==> src/hdl/css_consts.svh <==
// constants for the clocked serial slave channel
`ifndef CSS_CONSTS_SVH
`define CSS_CONSTS_SVH
`define CSS_ADDR_W 4
`define CSS_OFF_CONFIG 4'h0
`define CSS_OFF_START 4'h1
`define CSS_OFF_STOP 4'h2
`define CSS_OFF_OUTEN 4'h3
`define CSS_OFF_DATA 4'h4
`define CSS_OFF_STATUS 4'h5
`define CSS_OFF_IRQSTAT 4'h6
`define CSS_OFF_IRQMASK 4'h7
`define CSS_CFG_TXRX 0
`define CSS_CFG_DAP 1
`define CSS_CFG_CKP 2
`define CSS_CFG_LSB 3
`define CSS_CFG_LEN7 4
`define CSS_CFG_IRQSRC 5
`define CSS_CFG_RESET 8'h00
`define CSS_ST_ENABLED 0
`define CSS_ST_BFF 1
`define CSS_ST_OVF 2
`define CSS_ST_BUSY 3
`define CSS_IRQ_XFER 0
`define CSS_IRQ_OVF 1
`define CSS_SYNC_STAGES 3
`endif

==> src/hdl/css_pkg.sv <==
// types for the clocked serial slave channel
`default_nettype none
package css_pkg;
   typedef logic [7:0] css_byte_t;
   typedef logic [3:0] css_addr_t;
   typedef enum logic [1:0] {CSS_IDLE, CSS_SHIFT} css_state_e;
endpackage
`default_nettype wire

==> src/hdl/css_pin_sync.sv <==
// three-stage synchroniser with agreement filter for one pin
`timescale 1ns/1ps
`default_nettype none
`include "css_consts.svh"
module css_pin_sync (
   input wire logic ref_clk,
   input wire logic reset,
   input wire logic pinIn,
   output logic level
);
   typedef struct packed {
      logic [`CSS_SYNC_STAGES-1:0] stage;
      logic lvl;
   } css_sync_s;
   css_sync_s st_r;
   css_sync_s st_nxt;
   always_comb begin
      st_nxt = st_r;
      st_nxt.stage = {st_r.stage[1:0], pinIn};
      // stage 0 feeds only stage 1; stages 1 and 2 must agree
      if (st_r.stage[1] == st_r.stage[2]) begin
         st_nxt.lvl = st_r.stage[2];
      end
   end
   always_ff @(posedge ref_clk or posedge reset) begin
      if (reset) begin
         st_r <= '0;
      end else begin
         st_r <= st_nxt;
      end
   end
   assign level = st_r.lvl;
endmodule
`default_nettype wire

==> src/hdl/css_slave.sv <==
// one channel of a clocked serial slave, receive-only or transmit/receive
// Behaviour
// - receive-only mode raises only the transfer-end and overrun interrupts.
// - transmit/receive offers transfer-end or buffer-empty interrupt source.
// - overrun is the only error flagged.
// - seven or eight bit words, MSB or LSB first.
// - serial clock must not exceed one sixth of the operation clock.
// - receive: phase 0 samples from clock start, 1 half period earlier.
// - transmit/receive: phase moves output and input together.
// - polarity 0 uses clock as is, 1 inverted.
// - receive-only ignores the output enable; data output stays idle.
// - first transmit word is loaded before the master starts clocking.
// - a data write while the buffer is full replaces the pending word.
`timescale 1ns/1ps
`default_nettype none
`include "css_consts.svh"
module css_slave (
   input wire logic ref_clk,
   input wire logic reset,
   input wire css_pkg::css_addr_t regAddr,
   input wire css_pkg::css_byte_t regWrData,
   input wire logic regWrStb,
   input wire logic regRdStb,
   output css_pkg::css_byte_t regRdData,
   input wire logic serialClockIn,
   input wire logic serialDataIn,
   output logic serialDataOut,
   output logic serialDataOutEn,
   output logic transferIrq
);
   import css_pkg::*;

   typedef struct packed {
      css_byte_t cfg;
      logic enabled;
      logic outEn;
      css_byte_t txBuf;
      logic bff;
      logic txLoaded;
      css_byte_t shiftReg;
      logic [3:0] bitCnt;
      css_state_e state;
      css_byte_t rxData;
      logic rxUnread;
      logic ovf;
      logic [1:0] irqStat;
      logic [1:0] irqMask;
      logic sckPrev;
      logic sdo;
      logic sdoEn;
      logic irq;
      css_byte_t rdData;
   } css_slave_s;

   css_slave_s s_r;
   css_slave_s s_nxt;
   logic sckLvl;
   logic sdiLvl;

   // both pins resampled on ref_clk; edges valid only at up to ref_clk/6
   css_pin_sync u_sck (
      .ref_clk(ref_clk),
      .reset(reset),
      .pinIn(serialClockIn),
      .level(sckLvl)
   );
   css_pin_sync u_sdi (
      .ref_clk(ref_clk),
      .reset(reset),
      .pinIn(serialDataIn),
      .level(sdiLvl)
   );

   always_comb begin
      logic txrx;
      logic dap;
      logic lsb;
      logic len7;
      logic sck;
      logic rise;
      logic fall;
      logic capEdge;
      logic shiftEdge;
      logic [3:0] wlen;
      logic wordDone;
      logic bufEmptyEv;
      logic xferEv;
      logic ovfEv;
      css_byte_t rxWord;
      css_byte_t nextSh;
      logic outBit;
      s_nxt = s_r;
      txrx = s_r.cfg[`CSS_CFG_TXRX];
      dap = s_r.cfg[`CSS_CFG_DAP];
      lsb = s_r.cfg[`CSS_CFG_LSB];
      len7 = s_r.cfg[`CSS_CFG_LEN7];
      wlen = len7 ? 4'h7 : 4'h8;
      sck = sckLvl ^ s_r.cfg[`CSS_CFG_CKP];
      s_nxt.sckPrev = sck;
      rise = sck & ~s_r.sckPrev;
      fall = ~sck & s_r.sckPrev;
      // phase 0: shift out on falling, capture on rising; phase 1 one half earlier
      capEdge = dap ? fall : rise;
      shiftEdge = dap ? rise : fall;
      wordDone = 1'b0;
      bufEmptyEv = 1'b0;
      ovfEv = 1'b0;
      rxWord = 8'h00;
      nextSh = s_r.shiftReg;
      outBit = 1'b0;
      // register writes
      if (regWrStb) begin
         case (regAddr)
            `CSS_OFF_CONFIG: s_nxt.cfg = regWrData;
            `CSS_OFF_START: begin
               if (regWrData[0]) begin
                  s_nxt.enabled = 1'b1;
                  s_nxt.state = CSS_IDLE;
                  s_nxt.bitCnt = 4'h0;
                  s_nxt.txLoaded = 1'b0;
               end
            end
            `CSS_OFF_STOP: begin
               if (regWrData[0]) begin
                  s_nxt.enabled = 1'b0;
               end
            end
            `CSS_OFF_OUTEN: s_nxt.outEn = regWrData[0];
            `CSS_OFF_DATA: begin
               s_nxt.txBuf = regWrData;
               s_nxt.bff = 1'b1;
            end
            `CSS_OFF_IRQMASK: s_nxt.irqMask = regWrData[1:0];
            default: begin
            end
         endcase
      end
      // reading the data register consumes the received word
      if (regRdStb && regAddr == `CSS_OFF_DATA) begin
         s_nxt.rxUnread = 1'b0;
      end
      if (regWrStb && regAddr == `CSS_OFF_STATUS && regWrData[`CSS_ST_OVF]) begin
         s_nxt.ovf = 1'b0;
      end
      if (regWrStb && regAddr == `CSS_OFF_IRQSTAT) begin
         s_nxt.irqStat = s_r.irqStat & ~regWrData[1:0];
      end
      // shift engine, clocked only by edges from the master
      if (s_r.enabled) begin
         case (s_r.state)
            CSS_IDLE: begin
               if (capEdge || (txrx && dap == 1'b0 && shiftEdge)) begin
                  s_nxt.state = CSS_SHIFT;
               end
               if (txrx && s_r.bff && !s_r.txLoaded && s_r.bitCnt == 4'h0) begin
                  // preload first word so its first bit is out before any edge
                  // only an empty shifter is loaded; later writes wait in the buffer
                  s_nxt.shiftReg = s_r.txBuf;
                  s_nxt.txLoaded = 1'b1;
                  s_nxt.bff = regWrStb && regAddr == `CSS_OFF_DATA;
                  bufEmptyEv = 1'b1;
               end
               if (capEdge) begin
                  s_nxt.state = CSS_SHIFT;
               end
            end
            CSS_SHIFT: begin
            end
            default: s_nxt.state = CSS_IDLE;
         endcase
         if (capEdge) begin
            nextSh = lsb ? {sdiLvl, s_r.shiftReg[7:1]} : {s_r.shiftReg[6:0], sdiLvl};
            s_nxt.shiftReg = nextSh;
            s_nxt.bitCnt = s_r.bitCnt + 4'h1;
            if (s_r.bitCnt + 4'h1 == wlen) begin
               wordDone = 1'b1;
               s_nxt.bitCnt = 4'h0;
               s_nxt.state = CSS_IDLE;
            end
         end
      end
      if (wordDone) begin
         if (lsb) begin
            rxWord = len7 ? {1'b0, nextSh[7:1]} : nextSh;
         end else begin
            rxWord = len7 ? {1'b0, nextSh[6:0]} : nextSh;
         end
         s_nxt.rxData = rxWord;
         s_nxt.rxUnread = 1'b1;
         if (s_r.rxUnread) begin
            ovfEv = 1'b1;
         end
         if (txrx && s_r.bff) begin
            s_nxt.shiftReg = s_r.txBuf;
            s_nxt.bff = regWrStb && regAddr == `CSS_OFF_DATA;
            bufEmptyEv = 1'b1;
         end else begin
            s_nxt.txLoaded = 1'b0;
         end
      end
      // output bit from current shift register
      outBit = lsb ? s_r.shiftReg[0] : (len7 ? s_r.shiftReg[6] : s_r.shiftReg[7]);
      if (txrx && s_r.enabled && shiftEdge && !capEdge && s_r.state == CSS_SHIFT) begin
         outBit = lsb ? s_r.shiftReg[0] : (len7 ? s_r.shiftReg[6] : s_r.shiftReg[7]);
      end
      if (ovfEv) begin
         s_nxt.ovf = 1'b1; // set wins over clear
      end
      // interrupt source: receive-only forces transfer end
      xferEv = (txrx && s_r.cfg[`CSS_CFG_IRQSRC]) ? bufEmptyEv : wordDone;
      if (xferEv) begin
         s_nxt.irqStat[`CSS_IRQ_XFER] = 1'b1;
      end
      if (ovfEv) begin
         s_nxt.irqStat[`CSS_IRQ_OVF] = 1'b1;
      end
      // output pin only in transmit/receive with enable set
      s_nxt.sdoEn = txrx && s_r.outEn && s_r.enabled;
      s_nxt.sdo = s_nxt.sdoEn ? outBit : 1'b1;
      s_nxt.irq = |(s_nxt.irqStat & s_r.irqMask);
      s_nxt.rdData = 8'h00;
      if (regRdStb) begin
         case (regAddr)
            `CSS_OFF_CONFIG: s_nxt.rdData = s_r.cfg;
            `CSS_OFF_OUTEN: s_nxt.rdData = {7'h00, s_r.outEn};
            `CSS_OFF_DATA: s_nxt.rdData = s_r.rxData;
            `CSS_OFF_STATUS: s_nxt.rdData = {4'h0, s_r.state == CSS_SHIFT, s_r.ovf, s_r.bff,
               s_r.enabled};
            `CSS_OFF_IRQSTAT: s_nxt.rdData = {6'h00, s_r.irqStat};
            `CSS_OFF_IRQMASK: s_nxt.rdData = {6'h00, s_r.irqMask};
            default: s_nxt.rdData = 8'h00;
         endcase
      end
   end

   always_ff @(posedge ref_clk or posedge reset) begin
      if (reset) begin
         s_r <= '0;
         s_r.cfg <= `CSS_CFG_RESET;
         s_r.sdo <= 1'b1;
      end else begin
         s_r <= s_nxt;
      end
   end

   assign regRdData = s_r.rdData;
   assign serialDataOut = s_r.sdo;
   assign serialDataOutEn = s_r.sdoEn;
   assign transferIrq = s_r.irq;
endmodule
`default_nettype wire

==> config.mk <==
export PLATFORM = sky130hd
export DESIGN_NAME = css_slave
export DESIGN_NICKNAME = d
export VERILOG_FILES = /design/src/hdl/css_pkg.sv /design/src/hdl/css_pin_sync.sv /design/src/hdl/css_slave.sv
export VERILOG_INCLUDE_DIRS = /design/src /design/src/hdl
export SDC_FILE = /design/constraint.sdc
export NUM_CORES = 1
export LEC_CHECK = 0
export BUFFER_PORTS_ARGS = -buffer_cell sky130_fd_sc_hd__buf_2
export CORE_ASPECT_RATIO = 1.25
export CORE_MARGIN = 2
export CORE_UTILIZATION = 64
export CTS_CLUSTER_DIAMETER = 120
export CTS_CLUSTER_SIZE = 16
export DETAILED_ROUTE_END_ITERATION = 8
export GPL_ROUTABILITY_DRIVEN = 0
export PLACE_DENSITY_LB_ADDON = 0.15
export SKIP_CTS_REPAIR_TIMING = 1
export SLEW_MARGIN = 20
export SYNTH_ARGS = -nofsm -noshare
export SYNTH_HDL_FRONTEND = slang
export SYNTH_SLANG_ARGS = --single-unit
==> constraint.sdc <==
create_clock -name ref_clk -period 5.7 [get_ports ref_clk]
set_input_delay 1.14 -clock ref_clk [delete_from_list [all_inputs] [get_ports ref_clk]]
set_output_delay 1.14 -clock ref_clk [all_outputs]
set_load 0.1 [all_outputs]
==> reports/metrics.yaml, run 1 <==
run_status:
  status: "finished clean"
place:
  place_ws_ns: 2.815
  dp_cells: 363
  dp_hpwl_um: 4718
  portBuffers: 28
layout:
  syn_to_final_growth_pct: 8.309
  final_nets: 332
  postLayoutCoreUtil: 0.7224
  nFillCells: 368
  drive_gt1_frac: 0.3028
  num_antenna_cells: 0
  final_cells: 379
yosys:
  synth-edff-count: 0
  synth_top_cell_area_share: 0.4948
  syn_avg_cell_area_um2: 11.52
  ys_types: 58
  synthMostInstantiatedCell: "dfrtp_1"
  synth_top_area_cell: "dfrtp_1"
  syn_area_mm2: 0.003388
  synth_ff_type: "dfrtp_1"
  ys_ff_latch: 68
  ys_top_cells_by_count: "dfrtp_1, mux2_2, nor2_1"
  syn-num-nets: 314
  ys_seq_area_frac: 0.5026
  ys_top_cells_by_area: "dfrtp_1, mux2_2, mux2i_1, nor2_1, nand2_1"
  async_reset_ff_frac: 1.000
  syn_inst: 294
  yosys_warnings: 0
setup_path:
  cp-start-kind: "register"
  cp.arrival_ns: 2.99
  worst_path_max_delay_cell: "nor3_2"
  max_stage_delay_ns: 0.90
  crit_chain: "inv_1 -> ha_1 -> nor3b_1 -> mux2i_1 -> nor3_2 -> mux2_2"
  endpoint_kind: "register"
  path_max_fanout: 16
  crit_type: "reg2reg"
  required_ns: 5.93
  cp_top_family: "simple AND/OR/NAND/NOR gates"
  cp_num_buf_inv: 1
grt:
  overflow: 0
  grt-busiest-layer: "met2"
  use_met3: 0.04513
  first_global_vias: 2397
  antenna_found_initial: 0
  grt_use_total: 0.2487
  grt_max_degree: 69
  grt_pass1_wl_um: 11360
  met1_usage: 0.3114
  grt_util_met2: 0.4003
timing:
  finalHoldViolCount: 0
  finalSetupTns_ns: 0
  worst-slew-pin-transition_ns: 1.070
  slew_headroom: 0.2826
  clock.fmax_ghz: 0.3623
  min_period_over_period: 0.4843
  finalMaxSlewViolations: 0
  finClkSkew_ns: 0.006345
  setup_ws_ns: 2.940
  holdWs_ns: 0.3513
  setup_viol: 0
  period_needed_ns: 2.760
  rsz0062_at_grt: "false"
clock_network:
  clock-root-buffer: "clkbuf_8"
  clock_sinks: 68
  cts-htree-levels: 3
  cts_buffer_depth: 2
  cts_tree: "built"
  insertion_delay_ns: 0.34
  numCtsBuffers: 9
  clk_pin_slew_worst_paths_ns: 0.07
pwr:
  cellPowerDensity_mw_per_mm2: 444.7
  p_leak_nw: 1.617
  vdd_drop_max_mv: 0.2863
routing:
  via_per_inst: 6.193
  drtIter0Drc: 154
  drt_first_pass_iters: 4
  wl_per_cell_um: 17.91
  totalWireLength_um: 6787
  final_antenna_net_count: 0
  num_vias: 2347
  drc_errors: 0
die:
  die-width_um: 69.08
  initial_core_util: 0.6670
  io-pin-count: 29
  die-area_mm2: 0.005896
  fp-row-count: 29
  fp.coreArea_mm2: 0.005080
  fp.dieH_um: 85.35
job:
  max-cap-violations: 0
hold_path:
  hp-class: "reg2reg"
## cell type report
type	instances	area (µm²)	area share
clock inverters	7	75.07	0.02046
clock buffers	9	123.9	0.03375
multi-input cells	198	1520	0.4143
well taps	62	77.57	0.02114
flip-flops and latches	68	1703	0.4640
repair buffers	29	147.6	0.04023
inverters	6	22.52	0.006137
## cells by family after synthesis
family,share of synthesized area
muxes,0.1481
xor gates and xnor gates,0.01330
adders and majority gates,0.01329
and+or+nand+nor,0.1341
AOI/OAI and AO/OA,0.1400
buffers and inverters,0.04874
DFF,0.5026
## worst reg2reg max path: cells and delay by family (launching register included)
family / cells / cell delay (ns)
buf+inv: 1 / 0.08
mux: 2 / 0.65
flops: 1 / 0.49
simple gates: 2 / 1.10
fa+ha+maj: 1 / 0.33
## layer usage
| layer | wire length, µm | up-vias |
|---|---|---|
| li1 | - | 1097 |
| met1 | 2827 | 1174 |
| met2 | 3432 | 54 |
| met3 | 226 | 22 |
| met4 | 301 | 0 |
| met5 | 0 | - |
## cell usage in the layout, fill, tap and decap left out, types with 2 or more instances in the layout
cell type   synthesis  layout
nor2b_1             2       2
nand2_1            21      21
a21oi_2             8       8
nor2_1             23      23
nand2b_1            6       6
buf_2               3      28
clkinvlp_4          0       3
o21ai_1             2       2
nor3b_1             3       3
nand3b_1            2       2
inv_1               6       5
nor3_2              2       2
a21o_1              2       2
a21oi_1            13      13
ha_1                2       2
maj3_1              2       2
o2bb2ai_1           9       9
mux2_2             24      24
o21ai_0             8       8
clkbuf_8            0       9
o31ai_1             2       2
inv_6               0       2
mux2i_1            15      15
nor3_1              3       3
nand3_1             6       6
a22o_1              3       3
mux2_1              2       2
mux4_2              2       2
o22ai_1             3       3
a22oi_1             7       7
dfrtp_1            67      67
## registers in the layout, indices dropped and copies added (netlist names)
register / cells
u_sck.st_nxt: 2
serialDataOutEn: 1
u_sdi.st_nxt: 2
transferIrq: 1
u_sdi.level: 1
serialDataOut: 1
s_r: 49
regRdData: 8
u_sdi.st_r: 1
u_sck.st_r: 1
u_sck.level: 1
## metrics by stage
step / area (µm²) / power [mW]
finish: 3670 / 1.632
global route: 3670 / 1.728
CTS: 3670 / 1.637
detailed placement: 3471 / 1.239
global placement: 3471 / 1.221
floorplan: 3388 / 1.132
## final timing paths
path                            startpoint               to  slack [ns]  cells past startpoint
setup / recovery                   s_r[28]          s_r[24]        2.94                      6
hold / removal             u_sdi.st_nxt[2]  u_sdi.st_nxt[3]        0.35                      0
setup reg to reg                   s_r[28]          s_r[24]        2.94                      6
hold reg to reg            u_sdi.st_nxt[2]  u_sdi.st_nxt[3]        0.35                      0
max in group asynchronous            reset  serialDataOutEn        4.13                      3
min in group asynchronous            reset          s_r[58]        1.04                      3
## power breakdown
| part | switching, mW | internal (mW) |
|---|---|---|
| sequential | 0.144 | 0.602 |
| combinational | 0.269 | 0.218 |
| clock | 0.195 | 0.204 |
Power figures use the tool's default switching activity.
==> run 2, diff against run 1 <==
--- a/config.mk
+++ b/config.mk
@@ -9,7 +9,7 @@
 export BUFFER_PORTS_ARGS = -buffer_cell sky130_fd_sc_hd__buf_2
 export CORE_ASPECT_RATIO = 1.25
 export CORE_MARGIN = 2
-export CORE_UTILIZATION = 64
+export CORE_UTILIZATION = 53
 export CTS_CLUSTER_DIAMETER = 120
 export CTS_CLUSTER_SIZE = 16
 export DETAILED_ROUTE_END_ITERATION = 8
==> constraint.sdc (replaced) <==
create_clock -name ref_clk -period 2.2 [get_ports ref_clk]
set_input_delay 0.44 -clock ref_clk [delete_from_list [all_inputs] [get_ports ref_clk]]
set_output_delay 0.44 -clock ref_clk [all_outputs]
set_load 0.1 [all_outputs]
==> run 2 against run 1 <==
Sequential power grew 150%. Largest power group unchanged. Largest cell class unchanged. Non-clock buffer count grew 15. Worst setup slack lost 2.8 ns. Register-to-register slack lost 2.8 ns. Sequential share of layout area shrank 2.0 points. Sequential cell count is the same. Routed wire length grew 1.3%. Critical path depth grew 1. Total power grew to 2.6 times the previous value.
==> reports/metrics.yaml, run 2 (synthesized netlist as in run 1, its figures left out) <==
layout:
  most-common-layout-cells: "dfrtp_1, buf_2, mux2_2, nor2_1, nand2_1"  # unchanged
  drive_gt1_frac: 0.3373  # was 0.3028
  postLayoutCoreUtil: 0.6226  # was 0.7224
  final_cells: 417  # was 379
  final_nets: 347  # was 332
  syn_to_final_growth_pct: 13.29  # was 8.309%
  largest_reg_flops: 49  # unchanged
  num_antenna_cells: 0  # unchanged
  regMostFlops: "s_r"  # unchanged
  nFillCells: 523  # was 368
  final_common_cell: "dfrtp_1"  # unchanged
routing:
  totalWireLength_um: 6873  # was 6787 µm
  via_per_inst: 5.616  # was 6.193
  drtIter0Drc: 183  # was 154
  final_antenna_net_count: 0  # unchanged
  wl_per_cell_um: 16.48  # was 17.91 µm
  num_vias: 2342  # was 2347
  drt_first_pass_iters: 4  # unchanged
  drc_errors: 0  # unchanged
grt:
  grt_use_total: 0.2201  # was 0.2487
  overflow: 0  # unchanged
  first_global_vias: 2420  # was 2397
  grt_max_degree: 69  # unchanged
  grt_pass1_wl_um: 11570  # was 11360 µm
  antenna_found_initial: 0  # unchanged
setup_path:
  cp.arrival_ns: 2.36  # was 2.99 ns
  worstRegToRegCells: 7  # was 6
  crit_chain: "inv_1 -> ha_1 -> or4b_1 -> or3_4 -> buf_4 -> o21bai_4 -> o2bb2ai_1"  # was inv_1 -> ha_1 -> nor3b_1 -> mux2i_1 -> nor3_2 -> mux2_2
  required_ns: 2.46  # was 5.93 ns
  timing.rr.end: "s_r[38]"  # was s_r[24]
  cp-start-kind: "register"  # unchanged
  endpoint_kind: "register"  # unchanged
  r2r_start: "s_r[29]"  # was s_r[28]
  ff2ff_setup_slack_ns: 0.09  # was 2.94 ns
  max_stage_delay_ns: 0.47  # was 0.90 ns
  path_max_fanout: 8  # was 16
  crit_type: "reg2reg"  # unchanged
  worst_path_max_delay_cell: "or4b_1"  # was nor3_2
run_status:
  status: "finished clean"  # unchanged
place:
  dp_hpwl_um: 4843  # was 4718 µm
  portBuffers: 28  # unchanged
  dp_cells: 401  # was 363
timing:
  period_needed_ns: 2.106  # was 2.760 ns
  finalSetupTns_ns: 0  # unchanged
  min_period_over_period: 0.9574  # was 0.4843
  clock.fmax_ghz: 0.4748  # was 0.3623 GHz
  slew_headroom: 0.6816  # was 0.2826
  worst-slew-pin-transition_ns: 0.4765  # was 1.070 ns
  rsz0062_at_grt: "false"  # unchanged
  setup_viol: 0  # unchanged
  finClkSkew_ns: 0.009194  # was 0.006345 ns
  finalHoldViolCount: 0  # unchanged
  finalMaxSlewViolations: 0  # unchanged
hold_path:
  hp-class: "in2async"  # was reg2reg
die:
  fp.dieH_um: 93.40  # was 85.35 µm
  initial_core_util: 0.5495  # was 0.6670
  io-pin-count: 29  # unchanged
  die-area_mm2: 0.007053  # was 0.005896 mm²
  fp-row-count: 32  # was 29
  die-width_um: 75.52  # was 69.08 µm
  fp.coreArea_mm2: 0.006166  # was 0.005080 mm²
pwr:
  p_leak_nw: 1.702  # was 1.617 nW
  vdd_drop_max_mv: 0.6675  # was 0.2863 mV
  cellPowerDensity_mw_per_mm2: 1122  # was 444.7 mW/mm²
  power_mw: 4.309  # was 1.632 mW
clock_network:
  cts_buffer_depth: 2  # unchanged
  clock_sinks: 68  # unchanged
  numCtsBuffers: 9  # unchanged
  cts_tree: "built"  # unchanged
  clk_pin_slew_worst_paths_ns: 0.08  # was 0.07 ns
  clock-root-buffer: "clkbuf_8"  # unchanged
  insertion_delay_ns: 0.34  # about the same
  cts-htree-levels: 3  # unchanged
job:
  max-cap-violations: 0  # unchanged
## run 2: cell count changes in the layout (fill, tap and decap cells not counted)
cell / change
buf_4: +13
buf_12: +2
and2_1: -1
and2_4: +1
o21ai_0: -1
o21ai_1: +1
## run 2: where the power goes
part	internal (mW)	switching (mW)	total [mW]
Clock	0.529	0.494	1.02
Combinational	0.647	0.780	1.43
Sequential	1.56	0.298	1.86
## run 2: how the worst max path moves through the flow
| stage | startpoint | end | slack [ns] |
|---|---|---|---|
| 5_1_grt | s_r[29] | s_r[22] | 0.006 |
| 3_5_place_dp | s_r[29] | s_r[38] | 0.07 |
| 6_report | s_r[29] | s_r[38] | 0.09 |
| 2_1_floorplan | s_r[28] | s_r[20] | 0.04 |
| 4_1_cts | s_r[29] | s_r[33] | 0.01 |
| 3_3_place_gp | s_r[29] | s_r[39] | 0.09 |
## run 2: layout make-up
class | instances | area [µm²] | area share
Sequential cell | 68 | 1703 | 0.4436
Multi-Input combinational cell | 198 | 1523 | 0.3967
Timing Repair Buffer | 44 | 285.3 | 0.07432
Clock buffer | 9 | 123.9 | 0.03227
Tap cell | 85 | 106.4 | 0.02771
Clock inverter | 7 | 75.07 | 0.01956
Inverter | 6 | 22.52 | 0.005867
## run 2: metrics by stage
| stage | worst slack, ns | hold slack (ns) | instance area [µm²] |
|---|---|---|---|
| 6_report | 0.09376 | 0.1644 | 3839 |
| 4_1_cts | 0.01221 | 0.1800 | 3836 |
| 3_5_place_dp | 0.07325 | 0.3373 | 3637 |
| 2_1_floorplan | 0.04111 | 0.3312 | 3388 |
| 3_3_place_gp | 0.09059 | 0.3320 | 3637 |
| 5_1_grt | 0.006102 | 0.1823 | 3839 |
## run 2: per-layer routing
| layer | track usage | wire, µm |
|---|---|---|
| met3 | 0.04526 | 201 |
| met4 | 0.07602 | 74 |
| met5 | 0 | 0 |
| met2 | 0.3551 | 3615 |
| met1 | 0.2926 | 2982 |
## run 2: critical path: cells and delay by family (launching register included)
kind	cells	cell delay (ns)
compound gates	2	0.38
fa+ha+maj	1	0.13
buf+inv	2	0.25
flops	1	0.43
simple gates	2	0.83
==> run 3, diff against run 2 <==
--- a/config.mk
+++ b/config.mk
@@ -15,7 +15,7 @@
 export DETAILED_ROUTE_END_ITERATION = 8
 export GPL_ROUTABILITY_DRIVEN = 0
 export PLACE_DENSITY_LB_ADDON = 0.15
-export SKIP_CTS_REPAIR_TIMING = 1
+export REMOVE_ABC_BUFFERS = 1
 export SLEW_MARGIN = 20
 export SYNTH_ARGS = -nofsm -noshare
 export SYNTH_HDL_FRONTEND = slang
==> constraint.sdc (replaced) <==
create_clock -name ref_clk -period 1.9 [get_ports ref_clk]
set_input_delay 0.38 -clock ref_clk [delete_from_list [all_inputs] [get_ports ref_clk]]
set_output_delay 0.38 -clock ref_clk [all_outputs]
set_load 0.1 [all_outputs]
==> run 3 against run 2 <==
The flow now finishes with violations (negative setup slack). Hold slack got worse by 0.10 ns. Sequential share of layout area fell by 4.2 points. Sequential power rose by 16%. Critical path depth rose by 1. First-iteration DRC count fell by 31%. Global-route usage rose by 1.8 points. Total power rose by 33%.
==> reports/metrics.yaml, run 3 (synthesized netlist as in run 1, its figures left out) <==
routing:
  final_antenna_net_count: 0  # unchanged
  num_vias: 2456  # was 2342
  totalWireLength_um: 7513  # was 6873 µm
  drt-met1-wl_um: 3179  # was 2982 µm
  drc_errors: 0  # unchanged
  via_per_inst: 5.557  # was 5.616
  drt_first_pass_iters: 4  # unchanged
  top_layer_used: "met4"  # unchanged
  wl_met2_um: 3955  # was 3615 µm
  wl_met3_um: 209  # was 201 µm
  drtIter0Drc: 127  # was 183
  wl_per_cell_um: 17.00  # was 16.48 µm
layout:
  drive_gt1_frac: 0.4398  # was 0.3373
  seqCellArea_mm2: 0.001703  # unchanged
  final_nets: 372  # was 347
  nFillCells: 468  # was 523
  num_antenna_cells: 0  # unchanged
  regMostFlops: "s_r"  # unchanged
  multi_input_comb_area_mm2: 0.001660  # was 0.001523 mm²
  final_common_cell: "dfrtp_1"  # unchanged
  postLayoutCoreUtil: 0.6879  # was 0.6226
  largest_reg_flops: 49  # unchanged
  syn_to_final_growth_pct: 25.18  # was 13.29%
  most-common-layout-cells: "dfrtp_1, buf_2, buf_4, nor2_1, nand2_1"  # was dfrtp_1, buf_2, mux2_2, nor2_1, nand2_1
  final_cells: 442  # was 417
clock_network:
  clock_sinks: 68  # unchanged
  cts-htree-levels: 3  # unchanged
  insertion_delay_ns: 0.35  # was 0.34 ns
  clk_pin_slew_worst_paths_ns: 0.08  # about the same
  cts_buffer_depth: 2  # unchanged
  clock-root-buffer: "clkbuf_8"  # unchanged
  numCtsBuffers: 9  # unchanged
  cts_tree: "built"  # unchanged
timing:
  finalHoldViolCount: 0  # unchanged
  setup_viol: 13  # was 0
  period_needed_ns: 2.010  # was 2.106 ns
  clock.fmax_ghz: 0.4976  # was 0.4748 GHz
  rsz0062_at_grt: "true"  # was false
  slew_headroom: 0.6410  # was 0.6816
  min_period_over_period: 1.058  # was 0.9574
  finalMaxSlewViolations: 0  # unchanged
  setup_ws_ns: -0.1097  # was 0.09376 ns
  worst-slew-pin-transition_ns: 0.5378  # was 0.4765 ns
  finClkSkew_ns: 0.006906  # was 0.009194 ns
die:
  initial_core_util: 0.5495  # unchanged
  die-area_mm2: 0.007053  # unchanged
  fp.dieH_um: 93.40  # unchanged
  fp-row-count: 32  # unchanged
  fp.coreArea_mm2: 0.006166  # unchanged
  io-pin-count: 29  # unchanged
  die-width_um: 75.52  # unchanged
pwr:
  swShare: 0.3499  # was 0.3648
  power_frac_comb: 0.382  # was 0.331
  intPower_mw: 3.727  # was 2.737 mW
  p_sw_mw: 2.006  # was 1.572 mW
  cellPowerDensity_mw_per_mm2: 1352  # was 1122 mW/mm²
  vdd_drop_max_mv: 0.8665  # was 0.6675 mV
  power_frac_clock: 0.241  # was 0.237
  p_seq_frac: 0.377  # was 0.431
  p_leak_nw: 1.891  # was 1.702 nW
setup_path:
  worst_path_max_delay_cell: "or4b_4"  # was or4b_1
  required_ns: 2.18  # was 2.46 ns
  r2r_start: "s_r[29]"  # unchanged
  timing.rr.end: "s_r[38]"  # unchanged
  crit_start: "s_r[29]"  # unchanged
  max_stage_delay_ns: 0.45  # was 0.47 ns
  path_max_fanout: 8  # unchanged
  cp_top_family: "simple AND/OR/NAND/NOR gates"  # unchanged
  cp_num_buf_inv: 3  # was 2
  ff2ff_setup_slack_ns: -0.11  # was 0.09 ns
  crit_type: "reg2reg"  # unchanged
  crit_chain: "inv_2 -> ha_4 -> or4b_4 -> or3_4 -> buf_6 -> o21bai_4 -> buf_12 -> o2bb2ai_2"  # was inv_1 -> ha_1 -> or4b_1 -> or3_4 -> buf_4 -> o21bai_4 -> o2bb2ai_1
  worstSetupEndpoint: "s_r[38]"  # unchanged
  cp.arrival_ns: 2.29  # was 2.36 ns
  cp.depth: 8  # was 7
  endpoint_kind: "register"  # unchanged
  cp-start-kind: "register"  # unchanged
  worstRegToRegCells: 8  # was 7
grt:
  first_global_vias: 2436  # was 2420
  overflow: 0  # unchanged
  antenna_found_initial: 0  # unchanged
  grt_use_total: 0.2379  # was 0.2201
  grt_max_degree: 28  # was 69
  grt_pass1_wl_um: 12360  # was 11570 µm
run_status:
  violations: "negative setup slack"
  status: "complete, but fails checks"  # was finished clean
place:
  dp_hpwl_um: 5172  # was 4843 µm
  portBuffers: 28  # unchanged
  dp_cells: 415  # was 401
  place_ws_ns: -0.1603  # was 0.07325 ns
hold_path:
  hp-class: "in2async"  # unchanged
job:
  max-cap-violations: 0  # unchanged
## run 3: changes by cell type in the layout (fill, tap and decap cells not counted), moves of 4 or more
cell       previous run  this run
buf_4                14        27
buf_6                 0         9
o2bb2ai_1             9         1
o2bb2ai_2             0         8
mux2_4                0         6
mux2_2               24        20
## run 3: through the flow
step	power, mW	hold slack, ns	cell area [µm²]	TNS (ns)
2_1_floorplan	3.327	0.3312	3246	-18.00
3_3_place_gp	3.893	0.3317	3742	-1.737
3_5_place_dp	3.940	0.3347	3742	-2.346
4_1_cts	5.611	0.07645	4153	-0.7432
5_1_grt	6.071	0.1037	4242	-2.839
6_report	5.733	0.06295	4242	-1.028
## run 3: final cells by class
| cell class | instances | share of cell area |
|---|---|---|
| Timing Repair Buffer | 69 | 0.1212 |
| Clock inverter | 5 | 0.01976 |
| Clock buffer | 11 | 0.03569 |
| Inverter | 6 | 0.005310 |
| Multi-Input combinational cell | 198 | 0.3914 |
| Sequential cell | 68 | 0.4015 |
| Tap cell | 85 | 0.02507 |
## run 3: worst register-to-register path, stage by stage, from the launching register on
cell and delay, ns:
dfrtp_1 0.40, inv_2 0.08, ha_4 0.12, or4b_4 0.45
or3_4 0.35, buf_6 0.14, o21bai_4 0.15, buf_12 0.15
o2bb2ai_2 0.11
## run 3: how the worst min path moves through the flow
stage                          startpoint  depth (start not counted)               to  slack (ns)
final                               reset                          2          s_r[13]        0.06
after global routing                reset                          2          s_r[13]        0.10
after CTS                           reset                          2          s_r[13]        0.08
after detailed placement  u_sdi.st_nxt[2]                          0  u_sdi.st_nxt[3]        0.33
after global placement    u_sdi.st_nxt[2]                          0  u_sdi.st_nxt[3]        0.33
after floorplan           u_sck.st_nxt[2]                          0  u_sck.st_nxt[3]        0.33
## run 3: what timing repair did
action / CTS / global route
hold buffers: 0 / 0
setup endpoints to repair: 23 / 23
setup buffers: 7 / 2
resized for setup: 28 / 11
cloned: 2 / 0
pin swaps: 5 / 1
## run 3: power groups by stage
stage	Clock [mW]	Sequential [mW]	Combinational, mW
global route	1.48	2.20	2.39
detailed placement	0	2.15	1.79
floorplan	0	2.28	1.05
finish	1.38	2.16	2.19
CTS	1.40	2.14	2.08
global placement	0	2.14	1.75
## run 3: routing by layer
layer | vias up | global-route usage
li1 | 1181 | -
met1 | 1223 | 0.3147
met2 | 38 | 0.3790
met3 | 14 | 0.03556
met4 | 0 | 0.1111
met5 | - | 0
